==> config.mk <==
export PLATFORM = sky130hd
export DESIGN_NAME = rtu_return_unit
export DESIGN_NICKNAME = d
export VERILOG_FILES = /design/src/verilog/rtu_op_decode.v /design/src/verilog/rtu_return_unit.v
export VERILOG_INCLUDE_DIRS = /design/src /design/src/verilog
export SDC_FILE = /design/constraint.sdc
export NUM_CORES = 1
export LEC_CHECK = 0
export BUFFER_PORTS_ARGS = -buffer_cell sky130_fd_sc_hd__buf_2
export CAP_MARGIN = 15
export CORE_AREA = 2 2 58 74
export CTS_BUF_LIST = sky130_fd_sc_hd__clkbuf_8
export CTS_CLUSTER_SIZE = 40
export DETAILED_ROUTE_END_ITERATION = 10
export DIE_AREA = 0 0 60 76
export HOLD_SLACK_MARGIN = 0.02
export PLACE_DENSITY_LB_ADDON = 0.25
export RECOVER_POWER = 50
export SYNTH_ARGS = -nofsm -noshare
export SYNTH_HDL_FRONTEND = slang
export SYNTH_SLANG_ARGS = --single-unit
==> constraint.sdc <==
create_clock -name core_clk_in -period 2.1 [get_ports core_clk_in]
set_input_delay 0.42 -clock core_clk_in [delete_from_list [all_inputs] [get_ports core_clk_in]]
set_output_delay 0.42 -clock core_clk_in [all_outputs]
set_load 0.03 [all_outputs]
==> src/verilog/rtu_defs.vh <==
// constants for the return instruction unit
`ifndef RTU_DEFS_VH
`define RTU_DEFS_VH
// ====================================================================
// opcode encodings (14-bit program word)
`define RTU_OPW_RETINT      14'h0009
`define RTU_OPW_RETPLAIN    14'h0008
`define RTU_OPW_RETLIT_MASK 14'h3c00
`define RTU_OPW_RETLIT      14'h3400
// ====================================================================
// field positions and timing
`define RTU_GLOBAL_INT_EN_BIT 7
`define RTU_RET_CYCLES      4'h2
`define RTU_ACC_RST         8'h00
`define RTU_CTL_RST         8'h00
`define RTU_PC_RST          13'h0000
`endif

==> src/verilog/rtu_op_decode.v <==
// opcode classifier for the return instructions
`timescale 1ns/1ps
`include "rtu_defs.vh"
module rtu_op_decode (
    input  wire [13:0] opcode_in,
    output wire        is_retint_out,
    output wire        is_retlit_out,
    output wire        is_retplain_out,
    output wire [7:0]  literal_out
);
    assign is_retint_out   = (opcode_in == `RTU_OPW_RETINT);
    assign is_retplain_out = (opcode_in == `RTU_OPW_RETPLAIN);
    assign is_retlit_out   = ((opcode_in & `RTU_OPW_RETLIT_MASK) == `RTU_OPW_RETLIT);
    assign literal_out     = opcode_in[7:0];
endmodule

==> src/verilog/rtu_return_unit.v <==
// return instruction execution unit
`timescale 1ns/1ps
`include "rtu_defs.vh"
module rtu_return_unit #(
    parameter PC_W = 13
) (
    input  wire            core_clk_in,
    input  wire            nrst_in,
    input  wire            instr_valid_in,
    input  wire [13:0]     opcode_in,
    input  wire [PC_W-1:0] top_of_stack_in,
    input  wire [7:0]      interrupt_control_reg_in,
    output reg             busy_out,
    output reg             stack_pop_out,
    output reg             pc_load_out,
    output reg  [PC_W-1:0] pc_value_out,
    output reg             acc_load_out,
    output reg  [7:0]      acc_value_out,
    output reg             int_ctl_load_out,
    output reg  [7:0]      int_ctl_value_out,
    output reg             flush_out,
    output reg             done_out
);
    // ================================================================
    // state encoding
    localparam [1:0] ST_IDLE  = 2'h1;
    localparam [1:0] ST_RUN   = 2'h2;
    localparam [3:0] CYC_LAST = `RTU_RET_CYCLES - 4'h1;

    // ================================================================
    // internal signals
    wire            is_int;
    wire            is_lit;
    wire            is_plain;
    wire            is_return;
    wire [7:0]      lit;
    wire [7:0]      ctl_merged;
    wire            idle;
    wire            run;
    wire            start;
    wire            last_cyc;

    reg  [1:0]      state_r;
    reg  [1:0]      state_nxt;
    reg  [3:0]      cyc_r;
    reg  [3:0]      cyc_nxt;
    reg             busy_nxt;
    reg             stack_pop_nxt;
    reg             pc_load_nxt;
    reg  [PC_W-1:0] pc_value_nxt;
    reg             acc_load_nxt;
    reg  [7:0]      acc_value_nxt;
    reg             int_ctl_load_nxt;
    reg  [7:0]      int_ctl_value_nxt;
    reg             flush_nxt;
    reg             done_nxt;

    // ================================================================
    // opcode classification
    rtu_op_decode u_dec (
        .opcode_in       (opcode_in),
        .is_retint_out   (is_int),
        .is_retlit_out   (is_lit),
        .is_retplain_out (is_plain),
        .literal_out     (lit)
    );

    // ================================================================
    // request qualifier
    assign idle      = (state_r == ST_IDLE);
    assign run       = (state_r == ST_RUN);
    assign is_return = is_int | is_lit | is_plain;
    // a return offered while one is still running is ignored
    assign start     = instr_valid_in & is_return & idle;
    // the last cycle is the second instruction cycle of the return, the first cycle in ST_RUN
    assign last_cyc  = run & (cyc_r == CYC_LAST);

    // ================================================================
    // control register image with the global enable forced on
    genvar g;
    generate
        for (g = 0; g < 8; g = g + 1) begin : g_ctl_bit
            if (g == `RTU_GLOBAL_INT_EN_BIT) begin : g_set
                assign ctl_merged[g] = 1'b1;
            end else begin : g_keep
                assign ctl_merged[g] = interrupt_control_reg_in[g];
            end
        end
    endgenerate

    // ================================================================
    // next state and cycle count
    always @* begin
        state_nxt = state_r;
        cyc_nxt   = cyc_r;
        case (state_r)
            ST_IDLE: begin
                if (start) begin
                    state_nxt = ST_RUN;
                    cyc_nxt   = 4'h1;
                end
            end
            ST_RUN: begin
                if (last_cyc) begin
                    state_nxt = ST_IDLE;
                    cyc_nxt   = 4'h0;
                end else begin
                    cyc_nxt   = cyc_r + 4'h1;
                end
            end
            default: begin
                state_nxt = ST_IDLE;
                cyc_nxt   = 4'h0;
            end
        endcase
    end

    // ================================================================
    // one-cycle strobes
    always @* begin
        busy_nxt         = 1'b0;
        stack_pop_nxt    = 1'b0;
        pc_load_nxt      = 1'b0;
        acc_load_nxt     = 1'b0;
        int_ctl_load_nxt = 1'b0;
        flush_nxt        = 1'b0;
        done_nxt         = 1'b0;
        case (state_r)
            ST_IDLE: begin
                if (start) begin
                    busy_nxt         = 1'b1;
                    stack_pop_nxt    = 1'b1;
                    pc_load_nxt      = 1'b1;
                    flush_nxt        = 1'b1;
                    acc_load_nxt     = is_lit;
                    int_ctl_load_nxt = is_int;
                end
            end
            ST_RUN: begin
                busy_nxt = ~last_cyc;
                done_nxt = last_cyc;
            end
            default: begin
                busy_nxt = 1'b0;
            end
        endcase
    end

    // ================================================================
    // values handed over, each held until the next return that loads it
    always @* begin
        pc_value_nxt      = pc_value_out;
        acc_value_nxt     = acc_value_out;
        int_ctl_value_nxt = int_ctl_value_out;
        if (start) begin
            pc_value_nxt = top_of_stack_in;
            if (is_lit) begin
                acc_value_nxt = lit;
            end
            if (is_int) begin
                int_ctl_value_nxt = ctl_merged;
            end
        end
    end

    // ================================================================
    // state registers
    always @(posedge core_clk_in) begin
        if (!nrst_in) begin
            state_r <= ST_IDLE;
            cyc_r   <= 4'h0;
        end else begin
            state_r <= state_nxt;
            cyc_r   <= cyc_nxt;
        end
    end

    // ================================================================
    // strobe registers
    always @(posedge core_clk_in) begin
        if (!nrst_in) begin
            busy_out         <= 1'b0;
            stack_pop_out    <= 1'b0;
            pc_load_out      <= 1'b0;
            acc_load_out     <= 1'b0;
            int_ctl_load_out <= 1'b0;
            flush_out        <= 1'b0;
            done_out         <= 1'b0;
        end else begin
            busy_out         <= busy_nxt;
            stack_pop_out    <= stack_pop_nxt;
            pc_load_out      <= pc_load_nxt;
            acc_load_out     <= acc_load_nxt;
            int_ctl_load_out <= int_ctl_load_nxt;
            flush_out        <= flush_nxt;
            done_out         <= done_nxt;
        end
    end

    // ================================================================
    // value registers
    always @(posedge core_clk_in) begin
        if (!nrst_in) begin
            pc_value_out      <= `RTU_PC_RST;
            acc_value_out     <= `RTU_ACC_RST;
            int_ctl_value_out <= `RTU_CTL_RST;
        end else begin
            pc_value_out      <= pc_value_nxt;
            acc_value_out     <= acc_value_nxt;
            int_ctl_value_out <= int_ctl_value_nxt;
        end
    end
endmodule

### After elaboration in Yosys (flattened, before gate mapping)

Cells that the tools add are included.

* bitwise gates (word level): 6
* reduce and logical (&&, ||, !) cells: 6
* muxes and demuxes: 8
* $add $sub $neg: 1
* eq/ne operators: 8

Operator list (number)
* == test 14 x 4 -> 1 bit, second input constant: 2
* AND reduction 2 bit: 5
* 2-to-1 mux 4 bit: 2
* one-hot mux 4 bit (2 select lines): 1
* adder 4 x 1 -> 4 bit, second input constant: 1
* == test 4 x 1 -> 1 bit, second input constant: 1
* == test 4 bit, second input constant: 1
* 2-to-1 mux 2 bit: 2
* inequality test 2 x 1 -> 1 bit, second input constant: 2
* one-hot mux 2 bit (2 select lines): 1
* bitwise AND 1 bit: 3
* AND reduction 3 bit: 1
* == test 2 x 1 -> 1 bit, second input constant: 1
* == test 2 bit, second input constant: 1
* OR 1 bit: 2
* one-hot mux 1 bit (2 select lines): 1
* 2-to-1 mux 1 bit: 1
* NOT 1 bit: 1

* bits in registers: 40
* output and inout bits: 36
* input port bits: 38
* logic and storage cells: 39

### Longest topological paths before layout

Gate-level depths: netlist (run 1).

* depth after elaboration: 7
* gate-level depth with buffers: 6

### Hierarchy

From an unflattened synthesis (run 1), not the netlist that was laid out.

* cells, all modules: 202
* area total of the unflattened synthesis: 1735.4 um^2

By module, submodules not included
* rtu_return_unit: instances 1, area each 1610.3 um^2, cells an instance 186
* rtu_op_decode: instances 1, area each 125.1 um^2, cells an instance 16

### Least setup slack after synthesis (run 1)

OpenSTA, ideal clock, no wires.

* path kind: reg-to-reg
* start: register cyc_r[1]
* end: register cyc_r[3]
* setup slack: 0.484 ns
* data arrival time: 1.528 ns
* required time: 2.012 ns
* setup time: 0.088 ns
* cell stages (with the launch flop): 7
* path through: dfxtp_1 inv_1 ha_1 nor3b_1 or2b_2 a211o_1 o32ai_2

* longest elaborated chain between the ends: 4
* elaborated cells between the ends (all ways): 5
* classes of those cells: add/sub (1); eq/ne (1); mux (2); bitwise (1)

Ends and longest elaborated chain
* start, declared: line rtu_return_unit.v:45 `reg [3:0] cyc_r;`
* start signal, assigned: line rtu_return_unit.v:174 `cyc_r <= cyc_nxt;`
* parallel branches: the longest is 2 deep, another holds adder 4 x 1 -> 4 bit
* 2-to-1 mux 4 bit (*): line rtu_return_unit.v:104 `if (last_cyc) begin`
* one-hot mux 4 bit (2 select lines) (*): line rtu_return_unit.v:96 `case (state_r)`

Every way passes the cells marked *.
A chain may end at the register's enable or synchronous reset.

### Worst setup path after layout (run 1)

Ends and elaborated chain as after synthesis.

==> results of run 1 <==
cells in the mapped netlist, drive strengths merged:
cell type,instances
a2111o,1
a211o,1
a211oi,1
a21boi,1
a21o,3
a21oi,11
a22oi,2
a311oi,1
and3,3
and4,1
and4b,1
buf,5
clkbuf,8
dfxtp,40
ha,4
inv,5
mux2i,21
nand2,31
nand2b,1
nand3,10
nand4,2
nand4b,1
nor2,12
nor2b,1
nor3,3
nor3b,3
nor4,1
nor4b,2
o211ai,1
o21a,1
o21ai,8
o22ai,1
o32ai,1
or2b,1
or3,1
power groups by stage:
stage	combinational (mW)	clock (mW)	sequential (mW)
after CTS	0.133	0.525	0.768
after global placement	0.131	0	0.786
after global routing	0.144	0.559	0.770
final	0.130	0.502	0.769
after floorplan	0.0643	0	0.797
after detailed placement	0.133	0	0.786
final cells by class:
| class | instances | area, um^2 | area share |
|---|---|---|---|
| flip-flops and latches | 40 | 800.8 | 0.3552 |
| clock inverters | 3 | 18.77 | 0.008324 |
| multi-input cells | 132 | 905.9 | 0.4018 |
| clock buffers | 5 | 68.82 | 0.03052 |
| well taps | 56 | 70.07 | 0.03108 |
| repair buffers | 78 | 371.6 | 0.1648 |
| inverters | 5 | 18.77 | 0.008324 |
routing by layer:
layer | GRT usage | up-vias | share of wire
met5 | 0 | - | 0
met4 | 0.08889 | 0 | 0.027
met3 | 0.05093 | 10 | 0.054
met2 | 0.2957 | 50 | 0.51
met1 | 0.1981 | 716 | 0.41
li1 | - | 803 | -
critical path, delay by kind of cell, from the launching register on:
family / cells / cell delay (ns)
AOI/OAI and AO/OA: 2 / 0.56
adders and majority gates: 1 / 0.18
DFF: 1 / 0.38
buffers and inverters: 1 / 0.06
and+or+nand+nor: 2 / 0.52
cell families after synthesis:
| logic type | Yosys count | synth area share |
|---|---|---|
| buf+inv | 18 | 0.05865 |
| mux | 21 | 0.1159 |
| flops | 40 | 0.4417 |
| simple gates | 74 | 0.2291 |
| compound gates | 33 | 0.1270 |
| fa+ha+maj | 4 | 0.02761 |
worst max-delay path by stage:
stage / startpoint / end / slack, ns
floorplan: cyc_r[1] / cyc_r[3] / 0.48
global placement: opcode_in[1] / cyc_r[3] / 0.31
finish: cyc_r[1] / cyc_r[3] / 0.33
CTS: cyc_r[1] / cyc_r[3] / 0.32
detailed placement: opcode_in[1] / cyc_r[3] / 0.27
global route: cyc_r[1] / cyc_r[3] / 0.25
state kept, by name (all words and copies together), names as in the netlist:
signal             flops
int_ctl_load_out       1
flush_out              1
acc_value_out          8
busy_out               1
cyc_r                  4
int_ctl_value_out      8
acc_load_out           1
state_r                2
pc_value_out          13
done_out               1
per-stage QoR:
stage | power [mW] | util | std cells | area (um^2) | setup slack (ns)
after floorplan | 0.8618 | - | 190 | 1813 | 0.4839
after global placement | 0.9175 | 0.5623 | 311 | 2213 | 0.3067
after detailed placement | 0.9191 | 0.5623 | 311 | 2213 | 0.2653
after CTS | 1.427 | 0.5846 | 319 | 2301 | 0.3235
after global routing | 1.473 | 0.5728 | 319 | 2255 | 0.2478
final | 1.401 | 0.5728 | 319 | 2255 | 0.3256
==> reports/metrics.yaml, run 1 <==
cts_hold_buffers: 0
rsz0062_at_grt: "no"
cts_setup_buffers: 0
finalCritPeriodShare: 0.8449
fmax_mhz: 563.6
max_cap_violations: 0
gp_congestion: 0.7962
drive_gt1_frac: 0.2319
p_int_mw: 1.048
pwr-share-clk: 0.358
initial_core_util: 0.4606
r2r_slack_ns: 0.33
crit_chain: "inv_1 -> ha_1 -> nor3b_1 -> or2b_2 -> a211o_1 -> o32ai_2"
worst_hold_path.endpoint: "pc_value_out[8]"
synth.cell_area_um2: 1813
final_common_cell: "dfxtp_1"
whs_ns: 0.3602
antenna_left: 0
seq_power_share: 0.549
first_pass_iters: 4
finalSetupTns_ns: 0
p_leak_nw: 0.8850
synthCells: 190
cts_tree: "built"
p_sw_frac: 0.2517
pwr_density_cell_nw_per_um2: 621.3
clkLatencyLatePin_ns: 0.30
hold_path.class: "in -> reg"
antenna_found_initial: 0
synth.distinct_cells: 45
wl_per_cell_um: 11.71
first_iter_violations: 36
grt_overflow_total: 0
vias: 1579
diodes: 0
dp_hpwl_um: 2805
slowest_stage: "dfxtp_1"
ys_ff_latch: 40
fillCellCount: 393
numCtsBuffers: 5
ir_drop_uv: 459.9
pin_count: 74
start_kind: "register"
synth.top_cell.area_share: 0.4417
cts.reportedPaths.clkPinSlew_ns: 0.07
reg2reg_depth: 6
die_y_um: 76
worstHoldPathCells: 3
mostFrequentLayoutCells: "dfxtp_1 (40), clkbuf_1 (37), buf_2 (35), nand2_1 (31), mux2i_1 (21)"
min_period_ns: 1.774
worstSetupEndpointType: "register"
post_cts_resized: 0
slew_headroom: 0.5816
portBuffers: 72
grt_pass1_vias: 1465
dieArea_um2: 4560
timing.rr.end: "cyc_r[3]"
cts_root_buffer: "clkbuf_8"
nNetsFinal: 304
ys_top_cells_by_area: "dfxtp_1 (44%), mux2i_1 (12%), nand2_1 (6.4%)"
critical_path_required_ns: 2.31
core_area_um2: 3936
die_x_um: 60
hold_viol_final: 0
synth_nets: 232
clock_sinks: 40
slowest_delay_ns: 0.38
critPathMaxFanout: 4
combPwrFrac: 0.093
crit_arrival_ns: 1.99
ys_warn_count: 0
yosys.area.top_type: "dfxtp_1"
yosysSeqAreaShare: 0.4417
via_per_inst: 4.950
drv_slew: 0
outcome: "completed"
drc: 0
timing.rr.start: "cyc_r[1]"
grt_usage: 0.1774
grt_max_degree: 19
critPathKind: "reg -> reg"
hold_start: "top_of_stack_in[8]"
area_growth_syn_to_layout_pct: 24.36
p_switching_mw: 0.3526
worstMarginPinSlew_ns: 0.6277
finalWirelength_um: 3734
grt_pass1_wl_um: 6244
rows: 26
avgSynthCellArea_um2: 9.542
fin_skew_ns: 0.007076
cts_htree_levels: 2
clockBufferDepth: 2
setup_viol: 0
No activity file was read; power rests on OpenSTA's default activity.
==> run 2, diff against run 1 <==
Settings changed: CORE_AREA 2 2 58 74 to 2 2 60 76, DIE_AREA 0 0 60 76 to 0 0 62 78.
Clock period 2.1 ns to 1.59 ns, I/O delays scaled along.
==> run 2 against run 1 <==
Effect of this change:
- via count grew 1.8%
- sequential power grew 33%
- core utilization grew 2.9 points
- non-clock buffer count grew 17
- die area grew 6.1%
- combinational power grew 49%
- sequential cell count is the same
- clock-buffer cell count is the same
- global-route usage shrank 1.1 points
- register-to-register slack lost 0.23 ns
==> reports/metrics.yaml, run 2 (synthesis gave the netlist of run 1 again) <==
cts.reportedPaths.clkPinSlew_ns: 0.07  # about the same
outcome: "completed"  # unchanged
grt_pass1_vias: 1483  # was 1465
gp_congestion: 0.7508  # was 0.7962
antenna_left: 0  # unchanged
clock_sinks: 40  # unchanged
clkLatencyLatePin_ns: 0.29  # was 0.30 ns
top_register: "pc_value_out"  # unchanged
start_kind: "register"  # unchanged
whs_ns: 0.2641  # was 0.3602 ns
final_area_um2: 2449  # was 2255 um^2
post_cts_resized: 0  # unchanged
pre_cts_ws_ns: -0.08446  # was 0.2653 ns
antenna_found_initial: 0  # unchanged
pin_count: 74  # unchanged
critical_path_required_ns: 1.80  # was 2.31 ns
rsz0062_at_grt: "no"  # unchanged
diodes: 0  # unchanged
worstMarginPinSlew_ns: 0.3905  # was 0.6277 ns
p_leak_nw: 1.002  # was 0.8850 nW
timing.final.ws_setup_ns: 0.09491  # was 0.3256 ns
finalWirelength_um: 3815  # was 3734 um
cts_root_buffer: "clkbuf_8"  # unchanged
fin_skew_ns: 0.005220  # was 0.007076 ns
drive_gt1_frac: 0.3071  # was 0.2319
final_common_cell: "dfxtp_1"  # unchanged
drc: 0  # unchanged
cts_htree_levels: 2  # unchanged
crit_chain: "inv_1 -> ha_1 -> nor3b_2 -> or2b_4 -> a211o_1 -> o32ai_2"  # was inv_1 -> ha_1 -> nor3b_1 -> or2b_2 -> a211o_1 -> o32ai_2
grt_overflow_total: 0  # unchanged
numCtsBuffers: 5  # unchanged
critPathKind: "reg -> reg"  # unchanged
critPathMaxFanout: 3  # was 4
nNetsFinal: 321  # was 304
area_growth_syn_to_layout_pct: 35.06  # was 24.36%
cts_hold_buffers: 0  # unchanged
slew_headroom: 0.7407  # was 0.5816
finalCritPeriodShare: 0.9403  # was 0.8449
reg_top3: "pc_value_out: 13 flops, acc_value_out: 8 flops, int_ctl_value_out: 8 flops"  # unchanged
crit_arrival_ns: 1.70  # was 1.99 ns
min_period_ns: 1.495  # was 1.774 ns
worstSetupEndpointType: "register"  # unchanged
vias: 1607  # was 1579
slowest_delay_ns: 0.33  # was 0.38 ns
grt_usage: 0.1666  # was 0.1774
max_cap_violations: 0  # unchanged
initial_core_util: 0.4458  # was 0.4606
portBuffers: 72  # unchanged
cts_setup_buffers: 0  # unchanged
setup_viol: 0  # unchanged
die_x_um: 62  # was 60 um
slowest_stage: "dfxtp_2"  # was dfxtp_1
grt_max_degree: 28  # was 19
final_core_util: 0.6022  # was 0.5728
cts_tree: "built"  # unchanged
clockBufferDepth: 2  # unchanged
pwr_density_cell_nw_per_um2: 818.8  # was 621.3 nW/um^2
p_total_mw: 2.005  # was 1.401 mW
rows: 26  # unchanged
mostFrequentLayoutCells: "dfxtp_1 (39), buf_2 (37), clkbuf_1 (35), nand2_1 (30)"  # was dfxtp_1 (40), clkbuf_1 (37), buf_2 (35), nand2_1 (31), mux2i_1 (21)
first_iter_violations: 48  # was 36
via_per_inst: 4.783  # was 4.950
die_y_um: 78  # was 76 um
hold_path.class: "in -> reg"  # unchanged
place_area_um2: 2356  # was 2213 um^2
hold_viol_final: 0  # unchanged
core_area_um2: 4066  # was 3936 um^2
grt_pass1_wl_um: 6196  # was 6244 um
largest_reg_flops: 13  # unchanged
ir_drop_uv: 522.0  # was 459.9 uV
fmax_mhz: 668.9  # was 563.6 MHz
first_pass_iters: 4  # unchanged
dieArea_um2: 4836  # was 4560 um^2
drv_slew: 0  # unchanged
wl_per_cell_um: 11.35  # was 11.71 um
dp_hpwl_um: 2949  # was 2805 um
-- run 2: cell count changes in the layout (fill, tap and decap cells not counted), sizes merged --
| cell | change |
|---|---|
| clkinv | -2 |
| bufinv | +1 |
| buf | +19 |
| clkbuf | -2 |
| inv | +1 |
-- run 2: final cells by class --
class                      count  area [um^2]
tap                           56        70.07
sequential                    40        802.0
fill                         385         1618
inverter                       5        18.77
clock buffer                   5        68.82
clock inverter                 3        38.79
multi-input combinational    132        935.9
timing repair buffer          95        514.2
-- run 2: path summary, 6_finish.rpt --
| kind | startpoint | to | slack, ns | depth (start not counted) |
|---|---|---|---|---|
| worst min register to register | pc_value_out[0] | pc_value_out[0] | 0.45 | 2 |
| worst max-delay path | cyc_r[1] | cyc_r[3] | 0.09 | 6 |
| worst max register to register | cyc_r[1] | cyc_r[3] | 0.09 | 6 |
| worst min-delay path | top_of_stack_in[7] | pc_value_out[7] | 0.26 | 3 |
-- run 2: power breakdown --
| group | internal, mW | switching (mW) |
|---|---|---|
| Clock | 0.459 | 0.336 |
| Combinational | 0.0854 | 0.109 |
| Sequential | 1.01 | 0.00478 |
| Total | 1.55 | 0.450 |
-- run 2: metal layers --
layer	GRT usage	vias up	share of wire
li1	-	837	-
met1	0.1934	719	0.44
met2	0.2813	46	0.49
met3	0.05167	5	0.058
met4	0.05106	0	0.012
met5	0	-	0
-- run 2: critical path: cells and delay by family (launching register included) --
kind	cells	cell delay, ns
and+or+nand+nor	2	0.42
AOI/OAI and AO/OA	2	0.44
buffers and inverters	1	0.04
adders and majority gates	1	0.17
DFF	1	0.33
-- run 2: through the flow --
stage	std cells	TNS (ns)
after floorplan	190	0
after global placement	328	-0.3986
after CTS	336	0
after detailed placement	328	-0.7723
after global routing	336	0
final	336	0
